File: src/hdl/gcls_pkg.sv
// constants and types of the gateway control lead sequencer
package gcls_pkg;

    // clock and timing base
    localparam int CLK_PERIOD_NS   = 10;
    localparam int TICK_PERIOD_NS  = 1000000;
    localparam int TICK_PERIOD_MS  = 1;
    localparam int TICK_CYCLES     = TICK_PERIOD_NS / CLK_PERIOD_NS;

    // longest wait for carrier on an outbound call, rounded down to ticks
    localparam int CARRIER_TIMEOUT_MS    = 35000;
    localparam int CARRIER_TIMEOUT_TICKS = CARRIER_TIMEOUT_MS / TICK_PERIOD_MS;

    // least time of the disconnect pulse, rounded up to ticks
    localparam int DTR_DROP_MS    = 200;
    localparam int DTR_DROP_TICKS = (DTR_DROP_MS + TICK_PERIOD_MS - 1) / TICK_PERIOD_MS;

    // hotline retry spacing, software can change it
    localparam int HOTLINE_GAP_MS_RESET = 10000;

    localparam int TIMER_W  = 16;
    localparam int MODE_W   = 4;
    localparam int RATE_W   = 4;
    localparam int PADDR_W  = 12;

    // register byte addresses
    localparam logic [PADDR_W-1:0] ADDR_CTRL   = 12'h000;
    localparam logic [PADDR_W-1:0] ADDR_GAP    = 12'h004;
    localparam logic [PADDR_W-1:0] ADDR_STATUS = 12'h008;

    // control register fields
    localparam int CTRL_MODE_LSB     = 0;
    localparam int CTRL_RATE_DET_BIT = 4;
    localparam int CTRL_RATE_LSB     = 8;

    // status register fields
    localparam int STAT_STATE_LSB  = 0;
    localparam int STAT_DTR_BIT    = 4;
    localparam int STAT_BUSY_BIT   = 5;
    localparam int STAT_PROMPT_BIT = 6;
    localparam int STAT_DCD_BIT    = 7;
    localparam int STAT_DSR_BIT    = 8;

    // operating modes
    localparam logic [MODE_W-1:0] MODE_STRAP      = 4'h3;
    localparam logic [MODE_W-1:0] MODE_GW_PLAIN   = 4'h4;
    localparam logic [MODE_W-1:0] MODE_GW_HOT     = 4'h5;
    localparam logic [MODE_W-1:0] MODE_GW_PLAIN_D = 4'h6;
    localparam logic [MODE_W-1:0] MODE_GW_HOT_D   = 4'h7;

    // reset values
    localparam logic [MODE_W-1:0] CTRL_MODE_RESET     = MODE_GW_PLAIN;
    localparam logic              CTRL_RATE_DET_RESET = 1'b1;
    localparam logic [RATE_W-1:0] CTRL_RATE_RESET     = 4'h0;

    // interface role: low means terminal equipment side
    localparam logic ROLE_DTE = 1'b0;

    typedef struct packed {
        logic [RATE_W-1:0] rate;
        logic              rate_detect_enable;
        logic [MODE_W-1:0] mode;
    } gcls_cfg_type;

    typedef struct packed {
        logic dcd;
        logic dsr;
    } gcls_leads_type;

    typedef enum logic [3:0] {
        ST_IDLE,
        ST_INBOUND,
        ST_OUT_WAIT,
        ST_OUT_LINK,
        ST_HOT_CALL,
        ST_HOT_LINK,
        ST_DISC
    } gcls_state_type;

endpackage

File: src/hdl/gcls_tick.sv
// divider that makes the one-cycle timing tick
`timescale 1ns/1ps
`default_nettype none
module gcls_tick
    import gcls_pkg::*;
#(
    parameter int CYCLES = TICK_CYCLES
) (
    input  wire logic pclk,
    input  wire logic presetn,
    output logic      tick
);
    logic [31:0] count;
    wire logic   at_end;

    assign at_end = (count == 32'(CYCLES - 1));

    always_ff @(posedge pclk or negedge presetn) begin
        if (!presetn) begin
            count <= 32'h0;
            tick  <= 1'b0;
        end else begin
            count <= at_end ? 32'h0 : count + 32'h1;
            tick  <= at_end;
        end
    end
endmodule
`default_nettype wire

File: src/hdl/gcls_timer.sv
// tick counter with synchronous clear and a limit compare
`timescale 1ns/1ps
`default_nettype none
module gcls_timer
    import gcls_pkg::*;
(
    input  wire logic               pclk,
    input  wire logic               presetn,
    input  wire logic               clear,
    input  wire logic               tick,
    input  wire logic [TIMER_W-1:0] limit,
    output logic                    expired
);
    logic [TIMER_W-1:0] count;

    assign expired = (count >= limit);

    always_ff @(posedge pclk or negedge presetn) begin
        if (!presetn) begin
            count <= '0;
        end else if (clear) begin
            count <= '0;
        end else if (tick && !expired) begin
            count <= count + 16'h1;
        end
    end
endmodule
`default_nettype wire

File: src/hdl/gcls_top.sv
// control lead sequencer facing a gateway, with its apb registers
// Contract
// - act as DTE, drive DTR, watch DSR/DCD
// - ring indicate lead is ignored
// - prompts only inbound, never while DCD off
// - modes 4/5: DTR on only during calls
// - modes 6/7: DTR on, 0.2 s drop
// - outbound: answer, raise DTR, transparent link; modes 5/7 refuse outbound offers instead
// - modes 4/5: 35 s carrier wait, release
// - DSR or DCD falling releases call
// - DCD rise: DTR on, busy, rate detect
// - mode 5: hotline on DCD, retry
// - hotline rate from configured rate settings
// - mode 6 is mode 4 with DTR on; the code has no 35 s carrier timeout in mode 6
// - mode 7 is mode 5 with DTR on
// - mode 3: DTE, no prompts, DTR, hotline
// - inbound call refuses outbound calls
//
// The implementer's own choices: the placing of the registers and the APB slave port.
`timescale 1ns/1ps
`default_nettype none
module gcls_top
    import gcls_pkg::*;
#(
    parameter int TICK_LEN        = TICK_CYCLES,
    parameter int CARRIER_TICKS   = CARRIER_TIMEOUT_TICKS,
    parameter int HOTLINE_GAP_RST = HOTLINE_GAP_MS_RESET
) (
    input  wire logic               pclk,
    input  wire logic               presetn,
    input  wire logic               psel,
    input  wire logic               penable,
    input  wire logic               pwrite,
    input  wire logic [PADDR_W-1:0] paddr,
    input  wire logic [31:0]        pwdata,
    output logic [31:0]             prdata,
    output logic                    pready,
    output logic                    pslverr,
    input  wire logic               dsr_in,
    input  wire logic               dcd_in,
    output logic                    dtr_out,
    input  wire logic               call_offer,
    input  wire logic               peer_release,
    input  wire logic               hotline_answered,
    output logic                    call_answer,
    output logic                    call_refuse,
    output logic                    call_release,
    output logic                    hotline_place,
    output logic                    busy_outbound,
    output logic                    transparent_link,
    output logic                    rate_detect_ready,
    output logic                    prompt_enable,
    output logic                    rate_detect_enable,
    output logic [RATE_W-1:0]       hotline_rate,
    output logic                    interface_role_select,
    output logic                    hotline_select
);

    function automatic logic is_gateway(input logic [MODE_W-1:0] m);
        return (m == MODE_GW_PLAIN) || (m == MODE_GW_HOT) || (m == MODE_GW_PLAIN_D) || (m == MODE_GW_HOT_D);
    endfunction

    function automatic logic is_hot(input logic [MODE_W-1:0] m);
        return (m == MODE_GW_HOT) || (m == MODE_GW_HOT_D);
    endfunction

    function automatic logic is_pulse(input logic [MODE_W-1:0] m);
        return (m == MODE_GW_PLAIN_D) || (m == MODE_GW_HOT_D);
    endfunction

    gcls_cfg_type       cfg;
    logic [TIMER_W-1:0] hotline_gap;
    gcls_state_type     state;
    gcls_state_type     next_state;
    gcls_leads_type     leads_q;
    logic               next_answer;
    logic               next_release;
    logic               next_place;
    logic               retry;

    wire logic               gw_mode;
    wire logic               hot_mode;
    wire logic               pulse_mode;
    wire logic               strap_mode;
    wire logic               dcd_rise;
    wire logic               lead_drop;
    wire logic               established;
    wire logic               tick;
    wire logic               timer_clear;
    wire logic               timer_expired;
    wire logic [TIMER_W-1:0] timer_limit;
    wire logic               next_dtr;
    wire logic               next_prompt;
    wire logic               next_refuse;
    wire logic               setup_phase;
    wire logic               access_phase;
    wire logic               addr_hit;
    wire logic [31:0]        status_word;
    wire logic [31:0]        read_word;

    assign gw_mode    = is_gateway(cfg.mode);
    assign hot_mode   = is_hot(cfg.mode);
    assign pulse_mode = is_pulse(cfg.mode);
    assign strap_mode = (cfg.mode == MODE_STRAP);

    assign dcd_rise    = dcd_in && !leads_q.dcd;
    assign lead_drop   = (leads_q.dcd && !dcd_in) || (leads_q.dsr && !dsr_in);
    assign established = (state == ST_INBOUND) || (state == ST_OUT_LINK) || (state == ST_HOT_LINK);

    always_ff @(posedge pclk or negedge presetn) begin
        if (!presetn) begin
            leads_q <= '0;
        end else begin
            leads_q <= '{dcd: dcd_in, dsr: dsr_in};
        end
    end

    gcls_tick #(
        .CYCLES (TICK_LEN)
    ) u_tick (
        .pclk    (pclk),
        .presetn (presetn),
        .tick    (tick)
    );

    gcls_timer u_timer (
        .pclk    (pclk),
        .presetn (presetn),
        .clear   (timer_clear),
        .tick    (tick),
        .limit   (timer_limit),
        .expired (timer_expired)
    );

    assign timer_limit = (state == ST_OUT_WAIT) ? TIMER_W'(CARRIER_TICKS) :
                         (state == ST_DISC)     ? TIMER_W'(DTR_DROP_TICKS) : hotline_gap;
    assign timer_clear = (next_state != state) || retry;

    always_comb begin
        next_state   = state;
        next_answer  = 1'b0;
        next_release = 1'b0;
        next_place   = 1'b0;
        retry        = 1'b0;
        unique case (state)
            ST_IDLE: begin
                if (dcd_rise && hot_mode) begin
                    next_state = ST_HOT_CALL;
                    next_place = 1'b1;
                end else if (dcd_rise) begin
                    next_state = ST_INBOUND;
                end else if (call_offer && !hot_mode) begin
                    next_state  = ST_OUT_WAIT;
                    next_answer = 1'b1;
                end
            end
            ST_INBOUND, ST_OUT_LINK, ST_HOT_LINK: begin
                if (lead_drop || peer_release) begin
                    next_state   = pulse_mode ? ST_DISC : ST_IDLE;
                    next_release = 1'b1;
                end
            end
            ST_OUT_WAIT: begin
                if (peer_release) begin
                    next_state   = ST_IDLE;
                    next_release = 1'b1;
                end else if (dcd_in) begin
                    next_state = ST_OUT_LINK;
                end else if (timer_expired && !pulse_mode) begin
                    next_state   = ST_IDLE;
                    next_release = 1'b1;
                end
            end
            ST_HOT_CALL: begin
                if (!dcd_in) begin
                    next_state   = ST_IDLE;
                    next_release = 1'b1;
                end else if (hotline_answered) begin
                    next_state = ST_HOT_LINK;
                end else if (timer_expired) begin
                    retry      = 1'b1;
                    next_place = 1'b1;
                end
            end
            ST_DISC: begin
                if (timer_expired) begin
                    next_state = ST_IDLE;
                end
            end
            default: begin
                next_state = ST_IDLE;
            end
        endcase
        if (!gw_mode) begin
            next_state   = ST_IDLE;
            next_answer  = 1'b0;
            next_release = 1'b0;
            next_place   = 1'b0;
            retry        = 1'b0;
        end
    end

    assign next_refuse = call_offer && !(gw_mode && !hot_mode && (state == ST_IDLE) && !dcd_rise);

    assign next_dtr = strap_mode ? 1'b1 :
                      !gw_mode   ? 1'b0 :
                      pulse_mode ? (next_state != ST_DISC) : (next_state != ST_IDLE);

    assign next_prompt = dcd_in && !strap_mode &&
                         ((next_state == ST_INBOUND) || (next_state == ST_HOT_CALL) || (next_state == ST_HOT_LINK));

    always_ff @(posedge pclk or negedge presetn) begin
        if (!presetn) begin
            state             <= ST_IDLE;
            dtr_out           <= 1'b0;
            call_answer       <= 1'b0;
            call_refuse       <= 1'b0;
            call_release      <= 1'b0;
            hotline_place     <= 1'b0;
            busy_outbound     <= 1'b0;
            transparent_link  <= 1'b0;
            rate_detect_ready <= 1'b0;
            prompt_enable     <= 1'b0;
        end else begin
            state             <= next_state;
            dtr_out           <= next_dtr;
            call_answer       <= next_answer;
            call_refuse       <= next_refuse;
            call_release      <= next_release;
            hotline_place     <= next_place;
            busy_outbound     <= (next_state != ST_IDLE);
            transparent_link  <= (next_state == ST_OUT_WAIT) || (next_state == ST_OUT_LINK);
            rate_detect_ready <= (next_state == ST_INBOUND);
            prompt_enable     <= next_prompt;
        end
    end

    assign rate_detect_enable    = cfg.rate_detect_enable;
    assign hotline_rate          = cfg.rate;
    assign interface_role_select = ROLE_DTE;
    assign hotline_select        = strap_mode || hot_mode;

    // apb slave, zero wait states, read data captured in setup
    assign setup_phase  = psel && !penable;
    assign access_phase = psel && penable;
    assign addr_hit     = (paddr == ADDR_CTRL) || (paddr == ADDR_GAP) || (paddr == ADDR_STATUS);
    assign pready       = 1'b1;
    assign pslverr      = access_phase && !addr_hit;

    assign status_word = 32'(state) << STAT_STATE_LSB
                       | 32'(dtr_out) << STAT_DTR_BIT
                       | 32'(busy_outbound) << STAT_BUSY_BIT
                       | 32'(prompt_enable) << STAT_PROMPT_BIT
                       | 32'(leads_q.dcd) << STAT_DCD_BIT
                       | 32'(leads_q.dsr) << STAT_DSR_BIT;

    assign read_word = (paddr == ADDR_CTRL) ? (32'(cfg.mode) << CTRL_MODE_LSB
                                             | 32'(cfg.rate_detect_enable) << CTRL_RATE_DET_BIT
                                             | 32'(cfg.rate) << CTRL_RATE_LSB) :
                       (paddr == ADDR_GAP)    ? 32'(hotline_gap) :
                       (paddr == ADDR_STATUS) ? status_word : 32'h0;

    always_ff @(posedge pclk or negedge presetn) begin
        if (!presetn) begin
            cfg         <= '{rate: CTRL_RATE_RESET, rate_detect_enable: CTRL_RATE_DET_RESET, mode: CTRL_MODE_RESET};
            hotline_gap <= TIMER_W'(HOTLINE_GAP_RST);
            prdata      <= 32'h0;
        end else begin
            if (setup_phase && !pwrite) begin
                prdata <= read_word;
            end
            if (access_phase && pwrite && (paddr == ADDR_CTRL)) begin
                cfg.mode               <= pwdata[CTRL_MODE_LSB +: MODE_W];
                cfg.rate_detect_enable <= pwdata[CTRL_RATE_DET_BIT];
                cfg.rate               <= pwdata[CTRL_RATE_LSB +: RATE_W];
            end
            if (access_phase && pwrite && (paddr == ADDR_GAP)) begin
                hotline_gap <= pwdata[TIMER_W-1:0];
            end
        end
    end
endmodule
`default_nettype wire

File: config.mk
export PLATFORM = sky130hd
export DESIGN_NAME = gcls_top
export DESIGN_NICKNAME = d
export VERILOG_FILES = /design/src/hdl/gcls_pkg.sv /design/src/hdl/gcls_tick.sv /design/src/hdl/gcls_timer.sv /design/src/hdl/gcls_top.sv
export SDC_FILE = /design/constraint.sdc
export NUM_CORES = 1
export LEC_CHECK = 0
export ABC_CLOCK_PERIOD_IN_PS = 5600
export BUFFER_PORTS_ARGS = -buffer_cell sky130_fd_sc_hd__buf_2
export CAP_MARGIN = 25
export CORE_MARGIN = 2
export CORE_UTILIZATION = 62
export CTS_BUF_LIST = sky130_fd_sc_hd__clkbuf_4 sky130_fd_sc_hd__clkbuf_8
export CTS_CLUSTER_DIAMETER = 200
export DETAILED_ROUTE_END_ITERATION = 16
export GPL_ROUTABILITY_DRIVEN = 0
export PLACE_DENSITY_LB_ADDON = 0.2
export SLEW_MARGIN = 10
export SYNTH_ARGS = -nofsm -noshare
export SYNTH_HDL_FRONTEND = slang
export SYNTH_SLANG_ARGS = --single-unit
File: constraint.sdc
create_clock -name pclk -period 5.6 [get_ports pclk]
set_input_delay 1.12 -clock pclk [delete_from_list [all_inputs] [get_ports pclk]]
set_output_delay 1.12 -clock pclk [all_outputs]
set_load 0.005 [all_outputs]
=== Yosys cells after proc, flatten, opt, wreduce, memory -nomap -nowiden ===
Index checks and enable logic that the tools add are counted.
Widths: inputs -> output; s select.

* Register bits: 121
* Input bits: 54
* Output and inout bits: 50
* Logic and storage cells: 146

* Add/sub/neg operators: 2
* $lt $le $gt $ge: 1
* Eq/ne operators: 21
* Muxes and demuxes: 44
* Bitwise gates (word level): 7
* Reductions and logical operators: 51

{| class="wikitable"
|+ Operator list
! operator !! count
|-
| $mux 16 || 6
|-
| $mux 4 || 11
|-
| $eq 4x3->1 const B || 9
|-
| $add 32x1->32 const B || 1
|-
| $eq 32x17->1 const B || 1
|-
| $mux 32 || 1
|-
| $mux 1 || 21
|-
| $eq 4x2->1 const B || 5
|-
| $logic_and 1x1->1 || 20
|-
| $pmux 4 s5 || 1
|-
| $add 16x1->16 const B || 1
|-
| $ge 16x16->1 || 1
|-
| $logic_or 1x1->1 || 14
|-
| $eq 12x3->1 const B || 1
|-
| $eq 12x4->1 const B || 1
|-
| $logic_not 1->1 || 12
|-
| $logic_not 12->1 || 1
|-
| $or 5x12->12 || 1
|-
| $or 4x5->5 || 2
|-
| $mux 9 || 1
|-
| $or 8x9->9 || 1
|-
| $eq 4x1->1 const B || 2
|-
| $or 7x8->8 || 1
|-
| $or 6x7->7 || 1
|-
| 10 further kinds || 10
|}

=== Depth between registers and ports, before layout ===
* Depth after elaboration: 14
* Mapped depth: 14
* Mapped depth without buffers: 14

=== Modules after synthesis ===
A second synthesis with hierarchy kept.

* Cell total of the unflattened synthesis: 563
* Area, all modules: 5793.1 µm²

{| class="wikitable"
|+ By module, submodules not included
! module !! instances !! cells each !! area an instance (µm²) !! sequential area each (µm²)
|-
| gcls_top || 1 || 272 || 2896.5 || 1410.1
|-
| gcls_tick || 1 || 145 || 1599.0 || 825.8
|-
| gcls_timer || 1 || 146 || 1297.5 || 400.4
|}

=== Least setup slack after synthesis ===
OpenSTA, ideal clock, no wires.

* Path kind: flip-flop to flip-flop
* Start point: register state[3]
* End point: register u_timer.count[14]
* Setup time: 0.119 ns
* Arrival time: 2.949 ns
* Data required time: 5.481 ns
* Setup slack: 2.532 ns
* Cell stages (with the launch flop): 14
* Buffers on the path: 2
* Clock period less this slack: 3.068 ns
* Cell sequence: dfrtp_1 inv_1 nand3b_1 clkbuf_1 nand2_1 ha_1 nor2b_1 o211a_1 o31ai_2 nand4_2 buf_2 nor4_1 xnor2_1 nor2_2

* Longest elaborated chain between the ends: 13
* Elaborated cells on any way between the ends: 35
* Those cells by class: order compare (1); eq/ne (7); mux (20); reduce/logical (7)

{| class="wikitable"
|+ Ends and longest elaborated chain
! what !! RTL line !! text
|-
| from (decl) || gcls_top.sv:73 || <nowiki>gcls_state_type state;</nowiki>
|-
| from (signal assigned) || gcls_top.sv:225 || <nowiki>state <= next_state;</nowiki>
|-
| $eq 4x3->1 || gcls_top.sv:136, gcls_top.sv:145 ||
|-
| $mux 16 || gcls_top.sv:136 || <nowiki>(state == ST_DISC) ? TIMER_W'(DTR_DROP_TICKS) : hotline_gap;</nowiki>
|-
| $mux 16 || gcls_top.sv:135 || <nowiki>assign timer_limit = (state == ST_OUT_WAIT) ? TIMER_W'(CARRIER_TICKS) :</nowiki>
|-
| $ge 16x16->1 || gcls_timer.sv:16 || <nowiki>assign expired = (count >= limit);</nowiki>
|-
| $logic_and 1x1->1 || gcls_top.sv:169 || <nowiki>end else if (timer_expired && !pulse_mode) begin</nowiki>
|-
| $mux 4 || gcls_top.sv:169 ||
|-
| $mux 4 || gcls_top.sv:167 || <nowiki>end else if (dcd_in) begin</nowiki>
|-
| $mux 4 || gcls_top.sv:164 || <nowiki>if (peer_release) begin</nowiki>
|-
| $pmux 4 s5 || gcls_top.sv:145 || <nowiki>unique case (state)</nowiki>
|-
| $mux 4 || gcls_top.sv:194 || <nowiki>if (!gw_mode) begin</nowiki>
|-
| $ne 4x4->1 || gcls_top.sv:137 || <nowiki>assign timer_clear = (next_state != state) || retry;</nowiki>
|-
| $logic_or 1x1->1 || gcls_top.sv:137 ||
|-
| $mux 16 or $reduce_bool 2->1 (tied branches) || -- ||
|-
| to (signal assigned) || gcls_timer.sv:24 || <nowiki>count <= count + 16'h1;</nowiki>
|-
| to (decl) || gcls_timer.sv:14 || <nowiki>logic [TIMER_W-1:0] count;</nowiki>
|}

Parallel ways exist; a longest one is shown, timed or not.
A chain may end at the register's enable or synchronous reset.

=== Worst setup path in the final report ===
* Start point: register state[3]
* End point: register u_timer.count[0]

Same word-level chain as after synthesis.

==> metrics.md <==
| Metric | Value |
|---|---|
| Result of the run | `finished clean` |
| Number of nets with antenna violations after detailed routing | `0` |
| Cell-by-cell listing of the critical path | `inv_1 > nand3b_1 > nor2_1 > a21oi_1 > ha_1 > nand4_1 > o21bai_1 > nor3_1 > a311oi_1 > o31ai_2 > nand4_2 > nor2_1` |
| Total design power | `1320 uW` |
| Slew at the pin with the worst max-slew slack | `885 ps` |
| CP required | `5880 ps` |
| Min-delay worst type | `reg -> reg` |
| Worst path top cell family by delay | `simple AND/OR/NAND/NOR gates` |
| Critical path launch point type | `register` |
| Congestion Overflow GR | `0` |
| Cell internal power dissipation | `1010 uW` |
| Crit path DAT | `4180 ps` |
| Leading cell type by number of instances after synthesis | `dfrtp_1` |
| Unique masters post-synth | `62` |
| Hold Buf Count CTS | `0` |
| Sequential share of the synthesized area | `46.9%` |
| Antenna Diode Count | `0` |
| Worst-Skew Late Latency | `360 ps` |
| P&R area growth vs syn | `9.57%` |
| Biggest area contributors in the synthesized netlist | `dfrtp_1 (44%), mux2_2 (5.0%), xnor2_1 (5.0%), ha_1 (4.0%), dfstp_2 (3.3%)` |
| Count of maximum capacitance violations | `0` |
| Std-Cell Core Area | `8760 um^2` |
| CTS tree | `built` |
| Final cycle utilization of the critical path | `69.6%` |
| TritonCTS Buffers | `9` |
| End-of-flow core utilization | `70.3%` |
| Top cell by count, worst path | `nor2_1` |
| Die area | `9850 um^2` |
| Endpoint with the worst hold slack | `prdata[10]` |
| Slew headroom | `40.5%` |
| Arithmetic-cell share of the synthesized area counting full adders, half adders and majority gates | `4.01%` |
| Area of all placed cells without fillers | `6160 um^2` |
| Worst flop-to-flop path endpoint | `u_timer.count[0]` |
| Async set-reset flop share out of synthesis | `100%` |
| Kind of critical path | `reg -> reg` |
| Area share of and/or/nand/nor cells after synthesis | `21.2%` |
| Number of hold-slack violations in the final timing report | `0` |
| Clock-pin slew on the worst setup and hold paths | `100 ps` |
| Global router's overall resource usage | `25.8%` |
| Critical-path top delay cell | `nand4_2` |
| CP endpoint kind | `register` |
| Leakage power of the design | `0.00297 uW` |
| Top cell types by occurrence after synthesis | `dfrtp_1 (98), nand2_1 (48), nor2_1 (41), xnor2_1 (32), nand3_1 (28)` |
| Gate Count Post-Synth | `545` |
| Antenna violations before repair | `0` |
| Via count of the first global-routing pass | `4236` |
| Critical Path Start | `state[3]` |
| Sw Share | `23.1%` |
| H-tree lvl count | `3` |
| Layout cell share with drive strength beyond 1 | `24.2%` |
| Worst-path fanout max | `16` |
| DRC errors left | `0` |
| Layout fillers | `683` |
| Number of synthesized flops with an enable pin | `0` |
| Flops & latches, synth | `105` |
| Commonest register cell after synthesis | `dfrtp_1` |
| Max-slew violation count | `0` |
| Reg power frac | `57.9%` |
| Minimum clock period | `3900 ps` |
| Final net count | `678` |
| Accumulated negative setup slack | `0 ps` |
| Wirelength per Cell | `16.9 um` |
| Worst ir drop on vdd | `0.145 mV` |
| Number of core rows | `34` |
| DRC marker count from the first detailed-route iteration | `278` |
| Area share of the largest cell type after synthesis | `43.6%` |
| Initial core utilization | `64.2%` |
| Routed WL | `12200 um` |
| Pin count of the biggest net entering global routing | `62` |
| Dominant cell type by area after synthesis | `dfrtp_1` |
| Height of the chip | `99.2 um` |
| Hold depth | `2` |
| Critical path's largest stage delay | `520 ps` |
| Port buffer count | `69` |
| Compound-cell area share of the yosys netlist | `8.68%` |
| Power share of the clock group | `37.6%` |
| Share of cell area taken by muxes after synthesis | `6.79%` |
| Resize count post-CTS | `0` |
| Final count of negative-setup-slack endpoints | `0` |
| Maximum achievable frequency | `256 MHz` |
| P_sw | `304 uW` |
| Global-route wire length before repair | `20400 um` |
| Number of top-level pins | `104` |
| Number of cells on the critical path | `12` |
| Hpwl dp | `8980 um` |
| PD cells | `214 nW/um^2` |
| Syn Std Cell Area | `5620 um^2` |
| Number of buffer and inverter instances along the worst setup path | `1` |
| Reg-to-reg slack, setup | `1700 ps` |
| Synth Area in XOR/XNOR | `7.01%` |
| Library cell used as clock root buffer | `clkbuf_8` |
| Clk_skew | `7.52 ps` |
| Count of synthesis-stage warnings from yosys | `0` |
| Number of vias after detailed routing | `4297` |
| Number of detailed-routing iterations run before antenna repair | `5` |
| Largest family of logic cells by synthesized area | `simple AND/OR/NAND/NOR gates` |
| Width of the die | `99.2 um` |
| Setup repair after global routing missed its margin | `false` |
| Combinational Power Share | `4.5%` |
| Launch instance of the worst min-delay path | `prdata[10]` |
| Longest Clk Path Bufs | `2` |
| Start of the worst register-to-register path | `state[3]` |
| Placed Instance Area | `5950 um^2` |
| Sinks on Clock Net | `105` |
| Avg Inst Size Synth | `10.3 um^2` |
| Post-route worst hold slack | `484 ps` |
| Vias per inst | `5.98` |
| Worst reg2reg path depth | `12` |
| Number of post-CTS setup repair buffers | `0` |
-- cell type report --
| type | instances | area (um^2) | area share, % |
|---|---|---|---|
| Inverter | 14 | 52.6 | 0.853 |
| Sequential cell | 105 | 2640 | 42.8 |
| Clock buffer | 11 | 151 | 2.46 |
| Tap cell | 108 | 135 | 2.19 |
| Clock inverter | 5 | 62.6 | 1.02 |
| Timing Repair Buffer | 72 | 370 | 6.01 |
| Multi-Input combinational cell | 404 | 2750 | 44.7 |
-- metal layers --
metal  part of all wire [%]  global-route usage, %  vias to the layer above  routed length (um)
met4                    1.3                   8.01                        0                 162
met2                     50                   43.6                      157                6110
met1                     42                   33.8                     2090                5130
li1                       -                      -                     2030                   -
met3                    6.3                   5.06                       20                 766
met5                      0                      0                        -                   0
-- cells by family after synthesis --
group                    Yosys count
buffers and inverters             53
flip-flops                       105
AO/OA/AOI/OAI                     64
other                              2
multiplexers                      35
adder cells (fa/ha/maj)           18
XOR/XNOR                          45
AND/OR/NAND/NOR                  223
-- per-stage QoR --
| stage | setup WS [ps] | std cells |
|---|---|---|
| after detailed placement | 1840 | 703 |
| after global placement | 1930 | 702 |
| after global routing | 1500 | 719 |
| final | 1700 | 719 |
| after CTS | 1790 | 719 |
| after floorplan | 2530 | 562 |
-- sequential cells by signal, summed over array words and instances (netlist names) --
| name | count |
|---|---|
| hotline_rate | 4 |
| u_tick.count | 32 |
| call_answer | 1 |
| rate_detect_enable | 1 |
| prdata | 16 |
| transparent_link | 1 |
| state | 4 |
| hotline_place | 1 |
| u_timer.count | 16 |
| dtr_out | 1 |
| call_release | 1 |
| prompt_enable | 1 |
| call_refuse | 1 |
| rate_detect_ready | 1 |
| u_tick.tick | 1 |
| hotline_gap | 16 |
| busy_outbound | 1 |
| leads_q | 2 |
| cfg | 4 |
-- placed cells by master (no fill, tap or decap), drive strengths merged, types with 8 or more instances in the layout --
cell type	count
dfrtp	98
buf	72
nor2	51
nand2	49
xnor2	32
nand3	29
mux2	25
a21oi	21
conb	19
ha	18
nor4	17
nand4	16
nor3	15
and3	15
inv	15
xor2	13
clkbuf	11
mux2i	10
o31ai	10
nor2b	8
-- worst reg2reg max path, delay by kind of cell, from the launching register on --
kind	cells	cell delay, ps
AO/OA/AOI/OAI	4	760
adder cells (fa/ha/maj)	1	320
buffers and inverters	1	220
flip-flops	1	480
AND/OR/NAND/NOR	6	2030
-- how the worst max path moves through the flow --
stage / slack [ps] / endpoint
floorplan: 2530 / u_timer.count[14]
global placement: 1930 / u_timer.count[0]
detailed placement: 1840 / u_timer.count[0]
CTS: 1790 / u_timer.count[0]
global route: 1500 / u_timer.count[0]
finish: 1700 / u_timer.count[0]
-- power by group through the flow --
stage	registers (uW)	clock network [uW]	logic, uW
after floorplan	776	0	33.2
after global placement	777	0	58.2
after detailed placement	777	0	59.6
after CTS	762	505	59.7
after global routing	763	536	67.5
final	762	494	58.9
Note: power is estimated with default switching activity, not from simulation.
